`config.mk`:
```
export PLATFORM = sky130hd
export DESIGN_NAME = exec_core
export DESIGN_NICKNAME = d
export VERILOG_FILES = /design/src/logic/exec_alu.v /design/src/logic/exec_core.v /design/src/logic/return_stack.v
export VERILOG_INCLUDE_DIRS = /design/src /design/src/logic
export SDC_FILE = /design/constraint.sdc
export NUM_CORES = 2
export LEC_CHECK = 0
export BUFFER_PORTS_ARGS = -buffer_cell sky130_fd_sc_hd__buf_2
export CORE_MARGIN = 4
export CORE_UTILIZATION = 45
export CTS_CLUSTER_DIAMETER = 100
export DETAILED_ROUTE_END_ITERATION = 12
export RECOVER_POWER = 50
export SLEW_MARGIN = 40
export SYNTH_ARGS = -nofsm -noshare
export SYNTH_HDL_FRONTEND = slang
export SYNTH_SLANG_ARGS = --single-unit
```
`constraint.sdc`:
```
create_clock -name pclk -period 8.6 [get_ports pclk]
set_clock_uncertainty 0.1 [all_clocks]
set_input_delay 0.43 -clock pclk [delete_from_list [all_inputs] [get_ports pclk]]
set_output_delay 0.43 -clock pclk [all_outputs]
set_load 0.01 [all_outputs]
```
`src/logic/exec_defines.vh`:
```
// Register offsets, field positions, reset values and timing counts of the execution core
`ifndef EXEC_DEFINES_VH
`define EXEC_DEFINES_VH

// Register byte offsets on the APB bus
`define OFS_CTRL        8'h00
`define OFS_ACC         8'h04
`define OFS_STATUS      8'h08
`define OFS_PC          8'h0c
`define OFS_STACK       8'h10
`define OFS_FILE_ADDR   8'h14
`define OFS_FILE_DATA   8'h18
`define OFS_WDOG        8'h1c

// Instruction word fields in the control register
`define CTRL_OP_LSB     0
`define CTRL_OP_MSB     2
`define CTRL_DEST_BIT   3
`define CTRL_F_LSB      4
`define CTRL_F_MSB      10
`define CTRL_K_LSB      16
`define CTRL_K_MSB      23
`define CTRL_GO_BIT     31

// Operation codes
`define OP_NOP          3'h0
`define OP_RETURN       3'h1
`define OP_SLEEP        3'h2
`define OP_SUB_LIT      3'h3
`define OP_SUB_REG      3'h4
`define OP_XOR_LIT      3'h5
`define OP_XOR_REG      3'h6
`define OP_SWAP         3'h7

// Status register bit positions
`define ST_BORROW_N     0
`define ST_NIB_BORROW_N 1
`define ST_NULL         2
`define ST_POWERDOWN    3
`define ST_TIMEOUT      4
`define ST_SLEEPING     5
`define ST_BUSY         6
`define ST_WAKE         8

// Reset values
`define RST_STATUS_FLAGS 3'h0
`define RST_POWERDOWN    1'b1
`define RST_TIMEOUT      1'b1
`define RST_WDOG         8'h00

// Instruction cycle is four clock periods of pclk
`define INSTR_DIV        3'h4

`endif

```
`src/logic/exec_alu.v`:
```
// Combinational arithmetic and logic unit for the execution core
`timescale 1ns/1ps
`default_nettype none

`include "exec_defines.vh"

module exec_alu (
   // Operation select
   input  wire [2:0] op,
   // Operands
   input  wire [7:0] acc,
   input  wire [7:0] literal,
   input  wire [7:0] fval,
   // Result and flags
   output reg  [7:0] result,
   output reg        borrow_not,
   output reg        nib_borrow_not,
   output wire       null_res,
   output reg        upd_arith,
   output reg        upd_null
);

   reg [8:0] diff;   // Full difference with carry out
   reg [4:0] ndiff;  // Low nibble difference
   reg [7:0] minu;   // Minuend: literal or register

   // Result path and flag enables per operation
   always @* begin
      minu           = (op == `OP_SUB_LIT) ? literal : fval;
      // Two's complement: add the inverse plus one, carry out means no borrow
      diff           = {1'b0, minu} + {1'b0, ~acc} + 9'h001;
      ndiff          = {1'b0, minu[3:0]} + {1'b0, ~acc[3:0]} + 5'h01;
      borrow_not     = diff[8];
      nib_borrow_not = ndiff[4];
      upd_arith      = 1'b0;
      upd_null       = 1'b0;
      case (op)
         `OP_SUB_LIT, `OP_SUB_REG: begin
            result    = diff[7:0];
            upd_arith = 1'b1;
            upd_null  = 1'b1;
         end
         `OP_XOR_LIT: begin
            result   = acc ^ literal;
            upd_null = 1'b1;
         end
         `OP_XOR_REG: begin
            result   = acc ^ fval;
            upd_null = 1'b1;
         end
         // Nibble exchange touches no flag
         `OP_SWAP: result = {fval[3:0], fval[7:4]};
         default:  result = 8'h00;
      endcase
   end

   // Zero test on the 8-bit result
   assign null_res = (result == 8'h00);

endmodule

`default_nettype wire

```
`src/logic/exec_core.v`:
```
// Execution core for an 8-bit instruction subset with APB register access
//
// Behaviour
// - Return pops stack into PC, flags kept
// - Return takes two instruction cycles
// - Sleep clears watchdog counter and prescaler
// - Sleep clears powerdown, sets timeout flag
// - Sleep halts execution until wake
// - Literal minus accumulator into accumulator, arithmetic flags
// - Register minus accumulator to destination, flags
// - Destination bit: 0 accumulator, 1 register
// - Literal XOR into accumulator, null flag only
// - Register XOR to destination, null flag only
// - Nibble swap to destination, no flags
//
// The APB slave port and the address map are this design's own decisions.
`timescale 1ns/1ps
`default_nettype none

`include "exec_defines.vh"

module exec_core #(
   parameter PC_W       = 13,
   parameter STK_LOG2   = 3,
   parameter FILE_DEPTH = 128
) (
   // Clock and reset
   input  wire        pclk,
   input  wire        presetn,
   // APB slave
   input  wire        psel,
   input  wire        penable,
   input  wire        pwrite,
   input  wire [7:0]  paddr,
   input  wire [31:0] pwdata,
   output reg  [31:0] prdata,
   output reg         pready,
   output reg         pslverr,
   // Core state
   output reg         low_power
);

   ////////////////////////////////////////////////////////////////////////
   // Declarations

   reg  [2:0]      div_r;        // Instruction cycle divider
   reg             tick_r;       // One-cycle instruction enable
   reg  [2:0]      op_r;         // Pending operation
   reg             dest_r;       // Destination select
   reg  [6:0]      faddr_r;      // Operand register address
   reg  [7:0]      lit_r;        // Immediate byte
   reg             pend_r;       // Instruction waiting for a tick
   reg             ret2_r;       // Second cycle of a return
   reg  [7:0]      acc_r;        // Accumulator
   reg             bn_r;         // Borrow-not flag
   reg             nbn_r;        // Nibble borrow-not flag
   reg             nz_r;         // Null result flag
   reg             pdn_r;        // Powerdown flag
   reg             to_r;         // Timeout flag
   reg  [PC_W-1:0] pc_r;         // Program counter
   reg  [6:0]      win_r;        // Register window index
   reg  [7:0]      wdog_r;       // Watchdog counter
   reg  [7:0]      wpre_r;       // Watchdog prescaler
   reg  [7:0]      file_r [0:FILE_DEPTH-1]; // Register file
   reg  [31:0]     rd_nxt;       // Read data mux
   reg             err_nxt;      // Unmapped address
   wire            xfer;         // Access completes this edge
   wire            wr;           // Completing write
   wire            exec;         // Instruction executes this edge
   wire [7:0]      fval;         // Operand register value
   wire [7:0]      alu_res;      // ALU result
   wire            alu_bn;       // ALU borrow-not
   wire            alu_nbn;      // ALU nibble borrow-not
   wire            alu_nz;       // ALU zero
   wire            upd_ar;       // Arithmetic flags update
   wire            upd_nz;       // Zero flag update
   wire [PC_W-1:0] stk_top;      // Top of stack
   wire [STK_LOG2-1:0] stk_ptr;  // Stack pointer
   wire            stk_push;     // Software push
   wire            stk_pop;      // Return pop
   wire            busy;         // Instruction in flight
   wire            file_wr_ex;   // Execution writes the file

   ////////////////////////////////////////////////////////////////////////
   // Helpers

   // Address match on a word offset
   function hit;
      input [7:0] a;
      input [7:0] ofs;
      begin
         hit = (a == ofs);
      end
   endfunction

   // Operations whose result may go to a register
   function is_reg_op;
      input [2:0] op;
      begin
         is_reg_op = (op == `OP_SUB_REG) || (op == `OP_XOR_REG) || (op == `OP_SWAP);
      end
   endfunction

   ////////////////////////////////////////////////////////////////////////
   // Instruction clock

   // Divider gives one enable every four pclk periods
   always @(posedge pclk or negedge presetn) begin
      if (!presetn) begin
         div_r  <= 3'h0;
         tick_r <= 1'b0;
      end else if (div_r == `INSTR_DIV - 3'h1) begin
         div_r  <= 3'h0;
         tick_r <= 1'b1;
      end else begin
         div_r  <= div_r + 3'h1;
         tick_r <= 1'b0;
      end
   end

   // Oscillator stopped model: no instruction executes while in low power
   // halt while sleeping
   assign exec = tick_r && pend_r && !ret2_r && !low_power;
   assign busy = pend_r || ret2_r;

   ////////////////////////////////////////////////////////////////////////
   // Submodules

   assign fval = file_r[faddr_r];

   exec_alu u_alu (
      .op             (op_r),
      .acc            (acc_r),
      .literal        (lit_r),
      .fval           (fval),
      .result         (alu_res),
      .borrow_not     (alu_bn),
      .nib_borrow_not (alu_nbn),
      .null_res       (alu_nz),
      .upd_arith      (upd_ar),
      .upd_null       (upd_nz)
   );

   assign wr       = xfer && pwrite;
   assign stk_push = wr && hit(paddr, `OFS_STACK);
   assign stk_pop  = exec && (op_r == `OP_RETURN);

   return_stack #(
      .DEPTH_LOG2 (STK_LOG2),
      .PC_W       (PC_W)
   ) u_stack (
      .pclk      (pclk),
      .presetn   (presetn),
      .push      (stk_push),
      .push_val  (pwdata[PC_W-1:0]),
      .pop       (stk_pop),
      .stack_top (stk_top),
      .ptr       (stk_ptr)
   );

   ////////////////////////////////////////////////////////////////////////
   // APB handshake

   // One wait state: pready rises in the second access cycle
   assign xfer = psel && penable && pready;

   // Read mux and unmapped decode
   always @* begin
      rd_nxt  = 32'h0000_0000;
      err_nxt = 1'b0;
      case (paddr)
         `OFS_CTRL: begin
            rd_nxt[`CTRL_OP_MSB:`CTRL_OP_LSB] = op_r;
            rd_nxt[`CTRL_DEST_BIT]             = dest_r;
            rd_nxt[`CTRL_F_MSB:`CTRL_F_LSB]   = faddr_r;
            rd_nxt[`CTRL_K_MSB:`CTRL_K_LSB]   = lit_r;
            rd_nxt[`CTRL_GO_BIT]               = busy;
         end
         `OFS_ACC:       rd_nxt[7:0] = acc_r;
         `OFS_STATUS: begin
            rd_nxt[`ST_BORROW_N]     = bn_r;
            rd_nxt[`ST_NIB_BORROW_N] = nbn_r;
            rd_nxt[`ST_NULL]         = nz_r;
            rd_nxt[`ST_POWERDOWN]    = pdn_r;
            rd_nxt[`ST_TIMEOUT]      = to_r;
            rd_nxt[`ST_SLEEPING]     = low_power;
            rd_nxt[`ST_BUSY]         = busy;
         end
         `OFS_PC:        rd_nxt[PC_W-1:0] = pc_r;
         `OFS_STACK: begin
            rd_nxt[PC_W-1:0] = stk_top;
            rd_nxt[16+STK_LOG2-1:16] = stk_ptr;
         end
         `OFS_FILE_ADDR: rd_nxt[6:0] = win_r;
         `OFS_FILE_DATA: rd_nxt[7:0] = file_r[win_r];
         `OFS_WDOG:      rd_nxt[15:0] = {wpre_r, wdog_r};
         default:        err_nxt = 1'b1;
      endcase
   end

   // Registered answer, every output from a flop
   always @(posedge pclk or negedge presetn) begin
      if (!presetn) begin
         pready  <= 1'b0;
         prdata  <= 32'h0000_0000;
         pslverr <= 1'b0;
      end else begin
         pready  <= psel && penable && !pready;
         pslverr <= psel && penable && !pready && err_nxt;
         if (psel && penable && !pready && !pwrite) begin
            prdata <= rd_nxt;
         end
      end
   end

   ////////////////////////////////////////////////////////////////////////
   // Instruction word and sequencing

   // Control register write loads an instruction; go bit queues it
   always @(posedge pclk or negedge presetn) begin
      if (!presetn) begin
         op_r    <= `OP_NOP;
         dest_r  <= 1'b0;
         faddr_r <= 7'h00;
         lit_r   <= 8'h00;
         pend_r  <= 1'b0;
         ret2_r  <= 1'b0;
      end else begin
         // Writes while busy are ignored so operands stay stable
         if (wr && hit(paddr, `OFS_CTRL) && !busy) begin
            op_r    <= pwdata[`CTRL_OP_MSB:`CTRL_OP_LSB];
            dest_r  <= pwdata[`CTRL_DEST_BIT];
            faddr_r <= pwdata[`CTRL_F_MSB:`CTRL_F_LSB];
            lit_r   <= pwdata[`CTRL_K_MSB:`CTRL_K_LSB];
            pend_r  <= pwdata[`CTRL_GO_BIT];
         end else if (exec) begin
            pend_r <= 1'b0;
            ret2_r <= (op_r == `OP_RETURN);
         end else if (tick_r && ret2_r) begin
            ret2_r <= 1'b0;
         end
      end
   end

   ////////////////////////////////////////////////////////////////////////
   // Accumulator and program counter

   // Result to accumulator for literal ops or destination zero
   always @(posedge pclk or negedge presetn) begin
      if (!presetn) begin
         acc_r <= 8'h00;
      end else if (exec && (op_r == `OP_SUB_LIT || op_r == `OP_XOR_LIT)) begin
         acc_r <= alu_res;
      end else if (exec && is_reg_op(op_r) && !dest_r) begin
         acc_r <= alu_res;
      end else if (wr && hit(paddr, `OFS_ACC)) begin
         acc_r <= pwdata[7:0];
      end
   end

   // PC steps by one; return loads the top of stack
   always @(posedge pclk or negedge presetn) begin
      if (!presetn) begin
         pc_r <= {PC_W{1'b0}};
      end else if (stk_pop) begin
         pc_r <= stk_top;
      end else if (exec) begin
         pc_r <= pc_r + {{(PC_W-1){1'b0}}, 1'b1};
      end else if (wr && hit(paddr, `OFS_PC)) begin
         pc_r <= pwdata[PC_W-1:0];
      end
   end

   ////////////////////////////////////////////////////////////////////////
   // Status flags

   // Arithmetic flags change only for the ops that own them
   always @(posedge pclk or negedge presetn) begin
      if (!presetn) begin
         {nz_r, nbn_r, bn_r} <= `RST_STATUS_FLAGS;
      end else if (exec) begin
         // carry out of bit 7 and bit 3 means no borrow
         if (upd_ar) begin
            bn_r  <= alu_bn;
            nbn_r <= alu_nbn;
         end
         // XOR touches only the zero flag
         if (upd_nz) begin
            nz_r <= alu_nz;
         end
      end else if (wr && hit(paddr, `OFS_STATUS)) begin
         bn_r  <= pwdata[`ST_BORROW_N];
         nbn_r <= pwdata[`ST_NIB_BORROW_N];
         nz_r  <= pwdata[`ST_NULL];
      end
   end

   // Powerdown and timeout flags; only sleep changes them after reset
   always @(posedge pclk or negedge presetn) begin
      if (!presetn) begin
         pdn_r <= `RST_POWERDOWN;
         to_r <= `RST_TIMEOUT;
      end else if (exec && op_r == `OP_SLEEP) begin
         pdn_r <= 1'b0;
         to_r <= 1'b1;
      end
   end

   // Low-power state entry and software wake
   always @(posedge pclk or negedge presetn) begin
      if (!presetn) begin
         low_power <= 1'b0;
      end else if (exec && op_r == `OP_SLEEP) begin
         low_power <= 1'b1;
      end else if (wr && hit(paddr, `OFS_STATUS) && pwdata[`ST_WAKE]) begin
         low_power <= 1'b0;
      end
   end

   ////////////////////////////////////////////////////////////////////////
   // Watchdog

   // Prescaler counts instruction cycles while awake, counter on wrap
   always @(posedge pclk or negedge presetn) begin
      if (!presetn) begin
         wdog_r <= `RST_WDOG;
         wpre_r <= `RST_WDOG;
      end else if (exec && op_r == `OP_SLEEP) begin
         wdog_r <= 8'h00;
         wpre_r <= 8'h00;
      end else if (tick_r && !low_power) begin
         wpre_r <= wpre_r + 8'h01;
         if (wpre_r == 8'hff) begin
            wdog_r <= wdog_r + 8'h01;
         end
      end
   end

   ////////////////////////////////////////////////////////////////////////
   // Register file

   // destination one writes back the operand register
   assign file_wr_ex = exec && is_reg_op(op_r) && dest_r;

   // Window index for software access
   always @(posedge pclk or negedge presetn) begin
      if (!presetn) begin
         win_r <= 7'h00;
      end else if (wr && hit(paddr, `OFS_FILE_ADDR)) begin
         win_r <= pwdata[6:0];
      end
   end

   // Single write port; execution wins over a software write
   always @(posedge pclk) begin
      if (file_wr_ex) begin
         file_r[faddr_r] <= alu_res;
      end else if (wr && hit(paddr, `OFS_FILE_DATA)) begin
         file_r[win_r] <= pwdata[7:0];
      end
   end

endmodule

`default_nettype wire

```
`src/logic/return_stack.v`:
```
// Circular hardware return stack holding program counter values
`timescale 1ns/1ps
`default_nettype none

module return_stack #(
   parameter DEPTH_LOG2 = 3,
   parameter PC_W       = 13
) (
   // Clock and reset
   input  wire            pclk,
   input  wire            presetn,
   // Push and pop strobes
   input  wire            push,
   input  wire [PC_W-1:0] push_val,
   input  wire            pop,
   // Top of stack and pointer
   output wire [PC_W-1:0] stack_top,
   output wire [DEPTH_LOG2-1:0] ptr
);

   reg [PC_W-1:0]       mem_r [0:(1<<DEPTH_LOG2)-1]; // Stack slots
   reg [DEPTH_LOG2-1:0] ptr_r;                       // Next free slot
   wire [DEPTH_LOG2-1:0] top_idx;                    // Last written slot

   // Overflow and underflow simply wrap, no error flag
   assign top_idx   = ptr_r - {{(DEPTH_LOG2-1){1'b0}}, 1'b1};
   assign stack_top = mem_r[top_idx];
   assign ptr       = ptr_r;

   // Pointer update, push wins if both come at once
   always @(posedge pclk or negedge presetn) begin
      if (!presetn) begin
         ptr_r <= {DEPTH_LOG2{1'b0}};
      end else if (push) begin
         ptr_r <= ptr_r + {{(DEPTH_LOG2-1){1'b0}}, 1'b1};
      end else if (pop) begin
         ptr_r <= top_idx;
      end
   end

   // Slot storage, no reset needed for data
   always @(posedge pclk) begin
      if (push) begin
         mem_r[ptr_r] <= push_val;
      end
   end

endmodule

`default_nettype wire

```
==> results.yml <==
critical_path:
  path_cells: "nor2b_1, nand2_1, nor2_1, clkbuf_1, nand4_1, nand2_1, clkbuf_1, nor3_1, a31oi_1, or2_0, clkbuf_1, nor2_1"
  max_stage_delay_ps: 1550
  end_kind: "flip-flop"
  cp_slowest_cell: "clkbuf_1"
  crit_type: "flip-flop to flip-flop"
  crit_path_start_kind: "flip-flop"
  path_max_fanout: 33
  cp_common_cell: "clkbuf_1"
  path_buf_inv: 3
  crit_required_ps: 8860
  cp_top_family: "buffers and inverters"
  arrival_ps: 8210
timing:
  setup_viol: 0
  finalHoldViolCount: 0
  slew_viol_final: 263
  rsz0062_at_grt: "false"
  period_share_pct: 92.5
  fmax_mhz: 126
  max_slew_margin_pct: -191
  tightest_slew_ps: 4370
  period_minus_slack_ps: 7950
  finalSetupTns_ps: 0
worst_hold_path:
  hold_path_class: "input port to flip-flop"
routing:
  m1WireLength_mm: 72.7
  route.met2.wl_mm: 86.9
  drt_iter0_drc: 5238
  dr_total_vias: 35803
  final_antenna_net_count: 0
  wl_per_cell_um: 35.5
  drc: 0
  wl_mm: 189
  dr.pass1.iters: 8
  routed.top_layer: "met5"
  viasPerCell: 6.73
  wl_met3_mm: 20.2
flow_run:
  maxCapViolCount: 9
cts:
  clk_pin_slew_ps: 60
  clk_path_buf_depth: 3
  cts_sinks: 1232
  cts_max_level: 4
  root_buffer: "clkbuf_16"
  cts_tree: "built"
  cts_buffers: 135
  clock_latency_ps: 790
  post_cts_resized: 0
synth:
  synth-edff-count: 1128
  synthArstFlopShare_pct: 8.44
  syn_inst: 3388
  synth_top_flop_cell: "edfxtp_1"
  synth_top_cell_area_share_pct: 57.6
  synth.distinct_cells: 83
  yosys-top-cells-area: "edfxtp_1 (58%), mux4_2 (21%), dfrtp_1 (4.4%)"
  synth_seq_cells: 1232
  post-synth-top-area-cell: "edfxtp_1"
  ys_warn_count: 0
  syn_avg_cell_area_um2: 17.4
  synth_area_um2: 58800
  yosysSeqAreaShare_pct: 62.0
place:
  io_buffers: 62
  placed_area_um2: 61500
  place_hpwl_mm: 124
  gp_congestion: 0.954
global_route:
  grt_overflow_total: 0
  grt_pass1_vias: 35629
  grt_max_degree: 129
  grt_pass1_wl_mm: 269
  grt_usage_pct: 27.7
  antenna_found_initial: 9
final_layout:
  multi_input_area_um2: 21100
  seqCellArea_um2: 36500
  final_core_util_pct: 50.7
  fill_cells: 10566
  area_growth_pct: 11.7
  fin_area_um2: 65700
  drive_gt1_share_pct: 26.6
  final_nets: 3529
floorplanning:
  coreArea_um2: 130000
  die_h_um: 370
  row_count: 132
  die_area_um2: 137000
  pin_count: 80
  die_x_um: 370
  initial_core_util_pct: 45.4
status:
  violations: "max-capacitance violations, max-slew violations"
  status: "complete, but fails checks"
pwr:
  ir_drop_mv: 0.222
  power.density_nw_per_um2: 187
  p_leak_nw: 18.3
[cells in the mapped netlist, drive strengths merged, types with 7 or more instances]
| library cell | instances |
|---|---|
| ha | 15 |
| o31ai | 10 |
| a21o | 7 |
| o211ai | 27 |
| nand4 | 20 |
| buf | 134 |
| inv | 19 |
| mux2 | 48 |
| nand3 | 57 |
| dfrtp | 103 |
| nor4 | 9 |
| nand2 | 183 |
| o22ai | 19 |
| o21ai | 76 |
| edfxtp | 1128 |
| nor2 | 251 |
| nand2b | 13 |
| a221oi | 26 |
| nor2b | 13 |
| a22oi | 72 |
| xor2 | 15 |
| a21oi | 58 |
| xnor2 | 26 |
| mux4 | 545 |
| clkbuf | 124 |
| or2 | 11 |
| nor3 | 33 |
| a31oi | 22 |
| mux2i | 200 |
| or3 | 8 |
| a211oi | 22 |
| and3 | 18 |
[final cells by class]
class | count | area share, %
Antenna cell | 4 | 0.0152
Tap cell | 1742 | 3.32
Timing Repair Buffer | 195 | 2.33
Clock buffer | 174 | 5.52
Inverter | 20 | 0.114
Multi-Input combinational cell | 1884 | 32.2
Clock inverter | 67 | 0.977
Sequential cell | 1232 | 55.6
[power breakdown]
| group | switching, mW | internal, mW | total (mW) | leakage [nW] |
|---|---|---|---|---|
| Sequential | 0.0200 | 6.48 | 6.50 | 10.2 |
| Combinational | 0.109 | 0.0564 | 0.165 | 6.02 |
| Clock | 2.44 | 3.22 | 5.65 | 2.08 |
[sequential cells by signal, summed over array words and instances (netlist names), 3 cells and up]
signal and count:
file_r 1024, div_r 3, acc_r 8, faddr_r 7
u_stack.mem_r 104, pc_r 13, prdata 25, u_stack.ptr 3
op_r 3, win_r 7, wdog_r 8, wpre_r 8
lit_r 8
[routing by layer]
metal	track usage [%]	vias up
li1	-	14192
met1	37.7	18973
met2	42.1	2195
met3	7.81	441
met4	11.6	2
met5	0	-
[tightest hold or removal path: cells and delay by family]
kind	cells	cell delay, ps
buffers and inverters	1	100
and+or+nand+nor	4	380
[cell usage in the layout, fill, tap and decap left out, types with 16 or more instances in the layout]
cell type	instances
nor3_1	29
dlygate4sd3_1	27
buf_2	20
xnor2_1	26
clkbuf_1	93
a221oi_1	26
nor2_2	24
clkinv_1	27
mux2_2	43
nor2_1	225
clkbuf_16	138
and3_1	18
a21oi_1	51
a22oi_1	71
mux4_2	544
dfrtp_1	93
nand4_1	20
mux2i_1	200
inv_1	16
buf_4	66
nand3_1	57
nand2_1	183
clkinv_2	16
edfxtp_1	1128
a31oi_1	22
o21ai_0	67
o211ai_1	26
a211oi_1	22
o22ai_1	19
[timing repair]
action | 4_1_cts | 5_1_grt
hold endpoints to repair | 162 | 0
setup buffers | 0 | 0
hold buffers | 28 | 0
[cell families after synthesis]
group | count (synthesis) | synth area share [%]
fa+ha+maj | 16 | 0.353
simple gates | 650 | 5.05
compound gates | 377 | 4.34
flops | 1232 | 62.0
mux | 793 | 25.2
buf+inv | 278 | 2.45
xor+xnor | 41 | 0.610
other cells | 1 | 0.00637
[metrics by stage]
step | std cells | power, mW | worst slack, ps | hold WS, ps
after CTS | 5309 | 12.4 | 1500 | 42.0
after global routing | 5314 | 12.7 | 722 | 118
after global placement | 5038 | 6.77 | 1590 | 261
after detailed placement | 5040 | 6.78 | 1530 | 272
final | 5318 | 12.3 | 649 | 84.4
after floorplan | 3394 | 6.70 | 65.6 | 34.4
[worst paths after layout]
kind,from,endpoint,slack (ps),cells past startpoint
min in group asynchronous,presetn,prdata[17],1150,4
max,low_power,file_r[46][4],650,12
max in group asynchronous,presetn,faddr_r[2],2970,4
min,psel,prdata[0],80,5
min reg2reg,div_r[2],tick_r,350,1
max reg2reg,low_power,file_r[46][4],650,12
Note: power is estimated with default switching activity, not from simulation.
